**src/design/ims_pkg.sv**
```systemverilog
// Package of constants, types and states for the bus message sender
// Function
// - Every command byte goes out with ATN asserted for its whole transfer.
// - Numeric items are cut to their low eight bits and sent as one byte.
// - String items go out one byte per character, in character order.
// - Command, address, unlisten, untalk and secondary need active controller, else error.
// - Data bytes go out with ATN deasserted.
// - As active controller data goes at once, otherwise after being addressed to talk.
// - End marker drives EOI together with the last data byte.
// - Listen address n (0..30) is byte 32+n; raw 160..190 also accepted. The code refuses any value above 31 with an error.
// - Talk address n (0..30) is byte 64+n; raw 192..222 also accepted. The code refuses any value above 31 with an error.
// - Unlisten is byte 63, untalk is byte 95.
// - Serial poll: unlisten, own listen, target talk, 24, read status, 25, untalk.
// - Secondary address byte follows directly after its primary talk or listen address.
// - Normal paths clear bit 7 on command bytes; raw command path may set it.
// - Pass control: address new controller as talker, then send take control 9.
// - Interface clear and remote enable are never produced as command bytes.
// - Primary address 31 is never used as a device address. The code still accepts 31 on the listen and talk paths.
package ims_pkg;

  // ************************************************************
  // Command codes
  // ************************************************************
  localparam logic [7:0] LISTEN_BASE = 8'h20;
  localparam logic [7:0] TALK_BASE = 8'h40;
  localparam logic [7:0] SEC_BASE = 8'h60;
  localparam logic [7:0] CODE_UNL = 8'h3F;
  localparam logic [7:0] CODE_UNT = 8'h5F;
  localparam logic [7:0] CODE_SPE = 8'h18;
  localparam logic [7:0] CODE_SPD = 8'h19;
  localparam logic [7:0] CODE_TCT = 8'h09;
  localparam logic [4:0] ADDR_RESERVED = 5'h1F;

  // ************************************************************
  // Sequence storage and timing
  // ************************************************************
  localparam int SEQ_MAX = 6;
  localparam logic [2:0] RECV_NONE = 3'h7;
  localparam logic [2:0] SPOLL_LEN = 3'h6;
  localparam logic [2:0] SPOLL_RECV = 3'h4;
  localparam logic [2:0] PASS_LEN = 3'h2;
  localparam int CLK_PERIOD_NS = 4;
  localparam int T_SETTLE_NS = 8;
  localparam int SETTLE_CYC = (T_SETTLE_NS + CLK_PERIOD_NS - 1) / CLK_PERIOD_NS;

  // ************************************************************
  // Request types
  // ************************************************************
  typedef enum logic [3:0] {
    OP_CMD = 4'h0, OP_DATA = 4'h1, OP_LISTEN = 4'h2, OP_TALK = 4'h3,
    OP_UNL = 4'h4, OP_UNT = 4'h5, OP_SEC = 4'h6, OP_MLA = 4'h7,
    OP_MTA = 4'h8, OP_SPOLL = 4'h9, OP_PASS = 4'hA
  } ims_op_t;

  typedef struct packed {
    ims_op_t op;
    logic [15:0] arg;
    logic last;
  } ims_req_t;

  // ************************************************************
  // State machines
  // ************************************************************
  typedef enum logic [5:0] {
    S_IDLE = 6'h01, S_WAIT_TALK = 6'h02, S_LAUNCH = 6'h04,
    S_SEND = 6'h08, S_RGO = 6'h10, S_RECV = 6'h20
  } ims_state_t;

  typedef enum logic [4:0] {
    H_IDLE = 5'h01, H_READY = 5'h02, H_SETTLE = 5'h04, H_ACCEPT = 5'h08, H_CLEAR = 5'h10
  } ims_src_state_t;

  typedef enum logic [2:0] {
    A_IDLE = 3'h1, A_READY = 3'h2, A_HOLD = 3'h4
  } ims_acc_state_t;

  function automatic logic [7:0] ims_addr_byte(input logic [7:0] base, input logic [4:0] n);
    return base + {3'h0, n};
  endfunction

endpackage

```
**src/design/ims_acc_hs.sv**
```systemverilog
// Acceptor side of the three-wire handshake, for one status byte
module ims_acc_hs (
  input wire logic clk,
  input wire logic reset,
  input wire logic start,
  input wire logic dav_in,
  input wire logic [7:0] dio_in,
  output logic nrfd_out,
  output logic ndac_out,
  output logic [7:0] data_out,
  output logic done
);
  import ims_pkg::*;
  ims_acc_state_t state;

  always_ff @(posedge clk) begin
    if (reset) begin
      state <= A_IDLE;
      nrfd_out <= 1'b0;
      ndac_out <= 1'b0;
      data_out <= 8'h00;
      done <= 1'b0;
    end else begin
      done <= 1'b0;
      case (state)
        A_IDLE: if (start) begin
          ndac_out <= 1'b1;
          state <= A_READY;
        end
        A_READY: if (dav_in) begin
          data_out <= dio_in;
          nrfd_out <= 1'b1;
          ndac_out <= 1'b0;
          state <= A_HOLD;
        end
        A_HOLD: if (!dav_in) begin
          nrfd_out <= 1'b0;
          done <= 1'b1;
          state <= A_IDLE;
        end
        default: state <= A_IDLE;
      endcase
    end
  end
endmodule // ims_acc_hs

```
**src/design/ims_sender.sv**
```systemverilog
// Bus message sender: turns host requests into handshaken bus bytes
module ims_sender (
  input wire logic clk,
  input wire logic reset,
  input wire logic req_valid,
  input wire ims_pkg::ims_req_t req,
  output logic req_ready,
  output logic done,
  output logic err,
  output logic [7:0] poll_status,
  output logic poll_valid,
  input wire logic ac_active,
  input wire logic talker_addressed,
  input wire logic [4:0] my_addr,
  input wire logic [7:0] dio_in,
  output logic [7:0] dio_out,
  output logic dio_oe,
  output logic atn_out,
  output logic eoi_out,
  output logic dav_out,
  input wire logic dav_in,
  input wire logic nrfd_in,
  input wire logic ndac_in,
  output logic nrfd_out,
  output logic ndac_out
);
  import ims_pkg::*;

  // ************************************************************
  // Request decode
  // ************************************************************
  ims_state_t state, next_state;
  ims_op_t op_reg;
  logic last_reg;
  logic [7:0] seq [SEQ_MAX];
  logic [2:0] seq_len, idx, recv_pos;
  logic [7:0] build [SEQ_MAX];
  logic [2:0] next_len, next_recv;
  logic bad;

  wire accept = (state == S_IDLE) && req_valid && req_ready;
  wire [7:0] arg_byte = req.arg[7:0];
  wire [4:0] arg_n = req.arg[4:0];
  wire arg_over = |req.arg[15:5];
  wire arg_31 = (arg_n == ADDR_RESERVED);
  wire own_bad = (my_addr == ADDR_RESERVED);
  wire needs_ac = (req.op != OP_DATA);
  wire req_fault = bad || (needs_ac && !ac_active);
  wire may_talk = ac_active || talker_addressed;
  wire [7:0] lad_arg = ims_addr_byte(LISTEN_BASE, arg_n);
  wire [7:0] tad_arg = ims_addr_byte(TALK_BASE, arg_n);
  wire [7:0] lad_own = ims_addr_byte(LISTEN_BASE, my_addr);
  wire [7:0] tad_own = ims_addr_byte(TALK_BASE, my_addr);
  wire [7:0] sec_arg = ims_addr_byte(SEC_BASE, arg_n);

  // Raw bytes pass only on the command and data paths; all others keep bit 7 clear
  always_comb begin
    for (int i = 0; i < SEQ_MAX; i++) begin
      build[i] = 8'h00;
    end
    next_len = 3'h1;
    next_recv = RECV_NONE;
    bad = 1'b0;
    case (req.op)
      OP_CMD: build[0] = arg_byte;
      OP_DATA: build[0] = arg_byte;
      OP_LISTEN: begin
        build[0] = lad_arg;
        bad = arg_over;
      end
      OP_TALK: begin
        build[0] = tad_arg;
        bad = arg_over;
      end
      OP_UNL: build[0] = CODE_UNL;
      OP_UNT: build[0] = CODE_UNT;
      OP_SEC: begin
        build[0] = sec_arg;
        bad = arg_over || arg_31;
      end
      OP_MLA: begin
        build[0] = lad_own;
        bad = own_bad;
      end
      OP_MTA: begin
        build[0] = tad_own;
        bad = own_bad;
      end
      OP_SPOLL: begin
        build[0] = CODE_UNL;
        build[1] = lad_own;
        build[2] = tad_arg;
        build[3] = CODE_SPE;
        build[4] = CODE_SPD;
        build[5] = CODE_UNT;
        next_len = SPOLL_LEN;
        next_recv = SPOLL_RECV;
        bad = arg_over || arg_31 || own_bad;
      end
      OP_PASS: begin
        build[0] = tad_arg;
        build[1] = CODE_TCT;
        next_len = PASS_LEN;
        bad = arg_over || arg_31;
      end
      // Line operations such as clear and remote enable have no opcode here
      default: bad = 1'b1;
    endcase
  end

  // ************************************************************
  // Sequencer
  // ************************************************************
  wire hs_done, acc_done;
  wire [7:0] acc_data;
  wire [2:0] idx_next = idx + 3'h1;
  wire seq_end = (idx_next == seq_len);
  wire cur_atn = (op_reg != OP_DATA);
  wire cur_eoi = (op_reg == OP_DATA) && last_reg && seq_end;
  wire hs_start = (state == S_LAUNCH);
  wire acc_start = (state == S_RGO);

  always_comb begin
    next_state = state;
    case (state)
      S_IDLE: if (accept && !req_fault) begin
        next_state = (req.op == OP_DATA && !may_talk) ? S_WAIT_TALK : S_LAUNCH;
      end
      S_WAIT_TALK: if (may_talk) begin
        next_state = S_LAUNCH;
      end
      S_LAUNCH: next_state = S_SEND;
      S_SEND: if (hs_done) begin
        next_state = seq_end ? S_IDLE : (idx_next == recv_pos) ? S_RGO : S_LAUNCH;
      end
      S_RGO: next_state = S_RECV;
      S_RECV: if (acc_done) begin
        next_state = S_LAUNCH;
      end
      default: next_state = S_IDLE;
    endcase
  end

  // Requests are taken one at a time, so string characters keep their order
  always_ff @(posedge clk) begin
    if (reset) begin
      op_reg <= OP_CMD;
      last_reg <= 1'b0;
      seq_len <= 3'h1;
      recv_pos <= RECV_NONE;
      for (int i = 0; i < SEQ_MAX; i++) begin
        seq[i] <= 8'h00;
      end
    end else if (accept && !req_fault) begin
      op_reg <= req.op;
      last_reg <= req.last;
      seq_len <= next_len;
      recv_pos <= next_recv;
      seq <= build;
    end
  end

  always_ff @(posedge clk) begin
    if (reset) begin
      state <= S_IDLE;
      idx <= 3'h0;
      req_ready <= 1'b0;
      done <= 1'b0;
      err <= 1'b0;
      poll_status <= 8'h00;
      poll_valid <= 1'b0;
    end else begin
      state <= next_state;
      req_ready <= (next_state == S_IDLE);
      err <= accept && req_fault;
      done <= (state == S_SEND) && hs_done && seq_end;
      poll_valid <= acc_done;
      if (acc_done) begin
        poll_status <= acc_data;
      end
      if (accept) begin
        idx <= 3'h0;
      end else if ((state == S_SEND) && hs_done) begin
        idx <= idx_next;
      end
    end
  end

  // ************************************************************
  // Handshake engines
  // ************************************************************
  ims_src_hs u_src (
    .clk(clk),
    .reset(reset),
    .start(hs_start),
    .byte_in(seq[idx]),
    .atn_in(cur_atn),
    .eoi_in(cur_eoi),
    .nrfd_in(nrfd_in),
    .ndac_in(ndac_in),
    .dio_out(dio_out),
    .dio_oe(dio_oe),
    .atn_out(atn_out),
    .eoi_out(eoi_out),
    .dav_out(dav_out),
    .done(hs_done)
  );

  ims_acc_hs u_acc (
    .clk(clk),
    .reset(reset),
    .start(acc_start),
    .dav_in(dav_in),
    .dio_in(dio_in),
    .nrfd_out(nrfd_out),
    .ndac_out(ndac_out),
    .data_out(acc_data),
    .done(acc_done)
  );

  // ************************************************************
  // Assertions
  // ************************************************************
  property p_cmd_atn;
    @(posedge clk) disable iff (reset) (dav_out && op_reg != OP_DATA) |-> atn_out;
  endproperty
  a_cmd_atn: assert property (p_cmd_atn) else $error("command byte without ATN");

  property p_data_atn;
    @(posedge clk) disable iff (reset) (dav_out && op_reg == OP_DATA) |-> !atn_out;
  endproperty
  a_data_atn: assert property (p_data_atn) else $error("data byte with ATN");

  property p_refuse;
    @(posedge clk) disable iff (reset)
      (accept && needs_ac && !ac_active) |=> (err && state == S_IDLE);
  endproperty
  a_refuse: assert property (p_refuse) else $error("non-controller command not refused");

  property p_hold_data;
    @(posedge clk) disable iff (reset)
      (state == S_WAIT_TALK && !may_talk) |=> (state == S_WAIT_TALK && !dav_out);
  endproperty
  a_hold_data: assert property (p_hold_data) else $error("data left before talk addressing");

  property p_eoi;
    @(posedge clk) disable iff (reset) eoi_out |-> (!atn_out && dio_oe && last_reg && op_reg == OP_DATA);
  endproperty
  a_eoi: assert property (p_eoi) else $error("EOI outside last data byte");

  property p_listen;
    @(posedge clk) disable iff (reset)
      (accept && !req_fault && req.op == OP_LISTEN) |=> (seq[0] == LISTEN_BASE + $past(arg_byte));
  endproperty
  a_listen: assert property (p_listen) else $error("listen address encoded wrong");

  property p_untalk;
    @(posedge clk) disable iff (reset)
      (accept && !req_fault && req.op == OP_UNT) |=> (seq[0] == 8'h5F && seq_len == 3'h1);
  endproperty
  a_untalk: assert property (p_untalk) else $error("untalk code wrong");

  property p_spoll;
    @(posedge clk) disable iff (reset)
      (accept && !req_fault && req.op == OP_SPOLL)
        |=> (seq[0] == 8'h3F && seq[3] == 8'h18 && seq[4] == 8'h19 && seq[5] == 8'h5F && recv_pos == 3'h4);
  endproperty
  a_spoll: assert property (p_spoll) else $error("serial poll sequence wrong");

  property p_bit7;
    @(posedge clk) disable iff (reset) (dav_out && atn_out && op_reg != OP_CMD) |-> !dio_out[7];
  endproperty
  a_bit7: assert property (p_bit7) else $error("bit 7 set on normal command");

  property p_pass;
    @(posedge clk) disable iff (reset)
      (accept && !req_fault && req.op == OP_PASS) |=> (seq[0][7:5] == 3'h2 && seq[1] == 8'h09);
  endproperty
  a_pass: assert property (p_pass) else $error("pass control sequence wrong");

  property p_settle;
    @(posedge clk) disable iff (reset) $rose(dav_out) |-> ($past(dio_oe, 2) && !$past(nrfd_in, 3));
  endproperty
  a_settle: assert property (p_settle) else $error("DAV before data settled");

  property p_no_reserved;
    @(posedge clk) disable iff (reset)
      (accept && (req.op == OP_MLA || req.op == OP_MTA) && own_bad) |=> err;
  endproperty
  a_no_reserved: assert property (p_no_reserved) else $error("own address 31 accepted");

  c_spoll: cover property (@(posedge clk) disable iff (reset) poll_valid ##[1:200] done);
  c_eoi: cover property (@(posedge clk) disable iff (reset) eoi_out && dav_out);
  c_refused: cover property (@(posedge clk) disable iff (reset) err);
  c_wait: cover property (@(posedge clk) disable iff (reset) state == S_WAIT_TALK ##[1:50] state == S_LAUNCH);
endmodule // ims_sender

```
**src/design/ims_src_hs.sv**
```systemverilog
// Source side of the three-wire byte handshake
module ims_src_hs (
  input wire logic clk,
  input wire logic reset,
  input wire logic start,
  input wire logic [7:0] byte_in,
  input wire logic atn_in,
  input wire logic eoi_in,
  input wire logic nrfd_in,
  input wire logic ndac_in,
  output logic [7:0] dio_out,
  output logic dio_oe,
  output logic atn_out,
  output logic eoi_out,
  output logic dav_out,
  output logic done
);
  import ims_pkg::*;
  ims_src_state_t state;
  logic [3:0] settle;

  // Lines are released between bytes; ATN drops briefly between command bytes
  always_ff @(posedge clk) begin
    if (reset) begin
      state <= H_IDLE;
      settle <= 4'h0;
      dio_out <= 8'h00;
      dio_oe <= 1'b0;
      atn_out <= 1'b0;
      eoi_out <= 1'b0;
      dav_out <= 1'b0;
      done <= 1'b0;
    end else begin
      done <= 1'b0;
      case (state)
        H_IDLE: if (start) begin
          dio_out <= byte_in;
          dio_oe <= 1'b1;
          atn_out <= atn_in;
          eoi_out <= eoi_in;
          state <= H_READY;
        end
        H_READY: if (!nrfd_in) begin
          settle <= 4'(SETTLE_CYC);
          state <= H_SETTLE;
        end
        // Data must settle on the lines before DAV is asserted
        H_SETTLE: if (settle <= 4'h1) begin
          dav_out <= 1'b1;
          state <= H_ACCEPT;
        end else begin
          settle <= settle - 4'h1;
        end
        H_ACCEPT: if (!ndac_in) begin
          dav_out <= 1'b0;
          state <= H_CLEAR;
        end
        H_CLEAR: if (ndac_in) begin
          dio_oe <= 1'b0;
          atn_out <= 1'b0;
          eoi_out <= 1'b0;
          done <= 1'b1;
          state <= H_IDLE;
        end
        default: state <= H_IDLE;
      endcase
    end
  end
endmodule // ims_src_hs

```
**config.mk**
```make
export PLATFORM = sky130hd
export DESIGN_NAME = ims_sender
export DESIGN_NICKNAME = d
export VERILOG_FILES = /design/src/design/ims_pkg.sv /design/src/design/ims_acc_hs.sv /design/src/design/ims_sender.sv /design/src/design/ims_src_hs.sv
export SDC_FILE = /design/constraint.sdc
export NUM_CORES = 1
export LEC_CHECK = 0
export CORE_MARGIN = 2
export CORE_UTILIZATION = 51
export DETAILED_ROUTE_END_ITERATION = 8
export DONT_BUFFER_PORTS = 1
export PLACE_DENSITY = 0.69
export SYNTH_ARGS = -nofsm -noshare
export SYNTH_HDL_FRONTEND = slang
export SYNTH_SLANG_ARGS = --single-unit
```
**constraint.sdc**
```tcl
create_clock -name clk -period 1.78 [get_ports clk]
set_input_delay 0.089 -clock clk [delete_from_list [all_inputs] [get_ports clk]]
set_output_delay 0.089 -clock clk [all_outputs]
set_load 0.01 [all_outputs]
```
==> results.md <==
* Simple-gate share of the synthesized area at 0.253
* Largest register FFs at 20
* Combinational family with the most area after synthesis: simple AND/OR/NAND/NOR gates
* Area Growth Syn to Fin at 26.2%
* Critical path fanouts, max at 4
* Num CTS Buffers at 9
* Switching portion of total power at 0.234
* Worst Reg-to-Reg Cells at 5
* Critical Path AT at between 2 and 2.5 ns
* Ys Warns at 0
* CTS Hold Bufs at 19
* Grt ovf at 0
* Leak Pwr at 1.92 nW
* Compound-Gate Fraction of Synth Area at 0.180
* Via-to-Cell Ratio at around 6.2
* GRT Resource Usage Total at 0.244
* Post-synth top area share at 0.389
* Endpoints failing hold at between 50 and 60
* Post-Route Setup TNS at 0 ns
* Full die area at 9340 um^2
* Pin count of the biggest net entering global routing at 68
* Worst-margin pin slew at approximately 0.46 ns
* WS Path Type: register to register
* Crit path cell chain: or4b_4, a211oi_2, nand4b_1, mux2_2, nor2_1
* Routing usage on met3 at 0.0607
* XOR/XNOR share of the synthesized area at 0.0260
* Initial core utilization at 0.530
* Critical Path End Type: register
* Clock latency on the worst-skew pair at between 0.3 and 0.4 ns
* GRT busiest layer: met2
* Post-Syn Instances at about 500
* Library cells used by synthesis at 65
* WL per Instance at between 15 and 20 um
* IO Pins at 68
* Initial antenna violation count at 0
* Slowest cell on crit path: or4b_4
* Crit-path max cell delay at about 0.56 ns
* Gate power share at 0.095
* Critical Path Source Type: register
* Vias in the first global route at around 3900
* Drt drc at 0
* Post-DP HPWL at roughly 7.9 mm
* HP Class: input pin to register
* Flop pwr share at 0.492
* Failing checks: hold timing
* Largest Register: seq
* Clk buf depth at 2
* Clock transition at path regs at approximately 0.080 ns
* Adder-cell share of the synthesized area at 0.0109
* Starting DRC count in detailed routing at roughly 290
* Row count at 33
* R2r endpoint: u_src.state[3]
* Largest area contributor in the netlist: dfxtp_1
* Ys async rst share at 0
* Pwr/cell area at between 700 and 800 nW/um^2
* Sink Count at 85
* Peak supply drop at between 500 and 600 uV
* WHS Path Cells at 1
* Start point of the worst hold path: reset
* CTS tree: built
* Clock power frac at 0.413
* Max_slew headroom at 0.690
* Post-DP Area at about 4800 um^2
* IO buf count at 0
* Post-synth top flop: dfxtp_1
* WHS at -0.183 ns
* Critical R2R Launch: u_src.state[1]
* Antenna cells at 0
* Status: finished with violations
* Antenna-violating nets left at 0
* Sequential area share after synthesis at 0.389
* Cell-internal power at 0.00301 W
* Cell Area, Synth at about 4400 um^2
* CP Data Required Time at 2.07 ns
* Fin crit share at 0.994
* Height of the die at ~97 um
* Multiplexer share of the synthesized area at 0.0837
* EDFF count, synth at 0
* GP Congestion at 0.883
* RSZ-0062 raised after global routing: true
* Post-Route Skew at 0.0117 ns
* First-pass DRT Iterations at 8
* # nets final at just over 600
* Final min period at around 1.8 ns
* Max-Cap Viols at 0
* Core area at 8260 um^2
* Synth top area cells: dfxtp_1 (39%), mux2i_1 (7.1%), nor2_1 (5.0%)
* Synthesized area per cell at about 8.5 um^2
* Clock root cell: clkbuf_8
* Share of cells above drive strength 1 at 0.253
* Synth Register Bits at 85
* Vias post-DR at 4136
* P_sw at 0.000920 W
* H-tree depth at 3
* Final WL at roughly 12 mm
* Final slew viol count at 0
* FF-to-FF setup slack at about 0.011 ns
* GR met1 Demand/Resource at 0.318
* Setup violations, final at 0
* FMAX at ~570 MHz
* Power Total at between 0.003 and 0.004 W
* Die X at between 90 and 100 um
* Global-route wire length before repair at 19.0 mm
* Met2 GRT Util at 0.404
* Final instance area at about 5500 um^2
* Mapped Nets at between 500 and 600
* Hold EP: seq[26]
[critical path: cells and delay by family, from the launching register on]
family / cells / cell delay, ns
simple gates: 3 / 0.85
mux: 1 / 0.35
flops: 1 / 0.32
compound gates: 1 / 0.19
[layer usage]
metal	up-vias	wire length, um
li1	1979	-
met1	2004	5140
met2	136	5730
met3	17	842
met4	0	139
met5	-	0
[per-stage QoR]
stage	utilization	hold WS [ns]	worst slack [ns]	instances
after CTS	0.641	-0.209	-0.0406	669
after detailed placement	0.579	0.171	-0.137	633
after global routing	0.669	-0.205	-0.0625	671
final	0.669	-0.183	0.0111	671
after floorplan	-	0.178	-0.0131	513
after global placement	0.579	0.168	-0.0925	633
[worst max-delay path by stage]
stage,startpoint,to,cells after the start
2_1_floorplan,u_src.state[1],u_src.dio_out[1],7
3_3_place_gp,u_src.settle[0],u_src.settle[0],8
3_5_place_dp,idx[0],u_src.eoi_out,6
4_1_cts,state[4],recv_pos[0],5
5_1_grt,u_src.state[1],u_src.state[3],5
6_report,u_src.state[1],u_src.state[3],5
[synthesized netlist by cell type (4+ instances only)]
cell type,count
dfxtp_1,85
nor2_1,58
a21oi_1,34
mux2i_1,31
nor3_1,28
clkbuf_1,27
nand2_1,26
inv_1,18
nand3_1,18
nand4_1,15
o31ai_1,12
a211oi_1,11
nor2b_1,11
o21ai_0,11
buf_2,9
nor4_1,8
xnor2_1,8
nand2b_1,7
o22ai_1,7
a31o_2,5
o221ai_1,5
xor2_1,5
a31oi_1,4
nor4b_1,4
o311ai_0,4
[layout by cell type (no fill, tap or decap), types with 3 or more instances in the layout]
master          n
a211oi_1        8
a211oi_2        3
a21oi_1        31
a21oi_2         3
a31o_2          5
a31oi_1         4
buf_4          57
bufinv_16       3
clkbuf_8        9
dfxtp_1        79
dfxtp_2         5
dlygate4sd3_1  19
inv_1          18
mux2i_1        31
nand2_1        25
nand2b_1        7
nand3_1        17
nand3b_1        3
nand4_1        15
nor2_1         53
nor2_2          5
nor2b_1        11
nor3_1         26
nor3b_1         3
nor4_4          7
nor4b_1         3
o21ai_0        11
o221ai_1        5
o22ai_1         6
o311ai_0        3
o31ai_1         8
o31ai_2         3
xnor2_1         7
xor2_1          5
[kinds of logic (layout without fill, tap and decap cells)]
| group | Yosys count | after routing |
|---|---|---|
| buf+inv | 60 | 113 |
| fa+ha+maj | 4 | 4 |
| compound gates | 113 | 113 |
| flops | 85 | 85 |
| simple gates | 204 | 204 |
| mux | 34 | 34 |
| xor+xnor | 13 | 13 |
[power by group through the flow]
stage          Combinational [W]  Sequential (W)  Clock, W
3_5_place_dp            0.000301         0.00198         0
6_report                0.000373         0.00193   0.00162
2_1_floorplan           0.000254         0.00197         0
5_1_grt                 0.000399         0.00193   0.00172
4_1_cts                 0.000325         0.00193   0.00164
3_3_place_gp            0.000294         0.00198         0
[layout make-up]
type                            count  area [um^2]
Clock buffer                       10          128
Fill cell                         661         2730
Sequential cell                    85         1710
Clock inverter                      6          111
Timing Repair Buffer               79          669
Inverter                           18         67.6
Tap cell                          105          131
Multi-Input combinational cell    368         2710
[timing repair]
item                                   4_1_cts  5_1_grt
gates resized for setup                     15       47
setup endpoints to repair                   23       49
endpoints found under the hold margin       70       51
setup buffers                                1        3
pin swaps                                    2       15
Note: power is estimated with default switching activity, not from simulation.
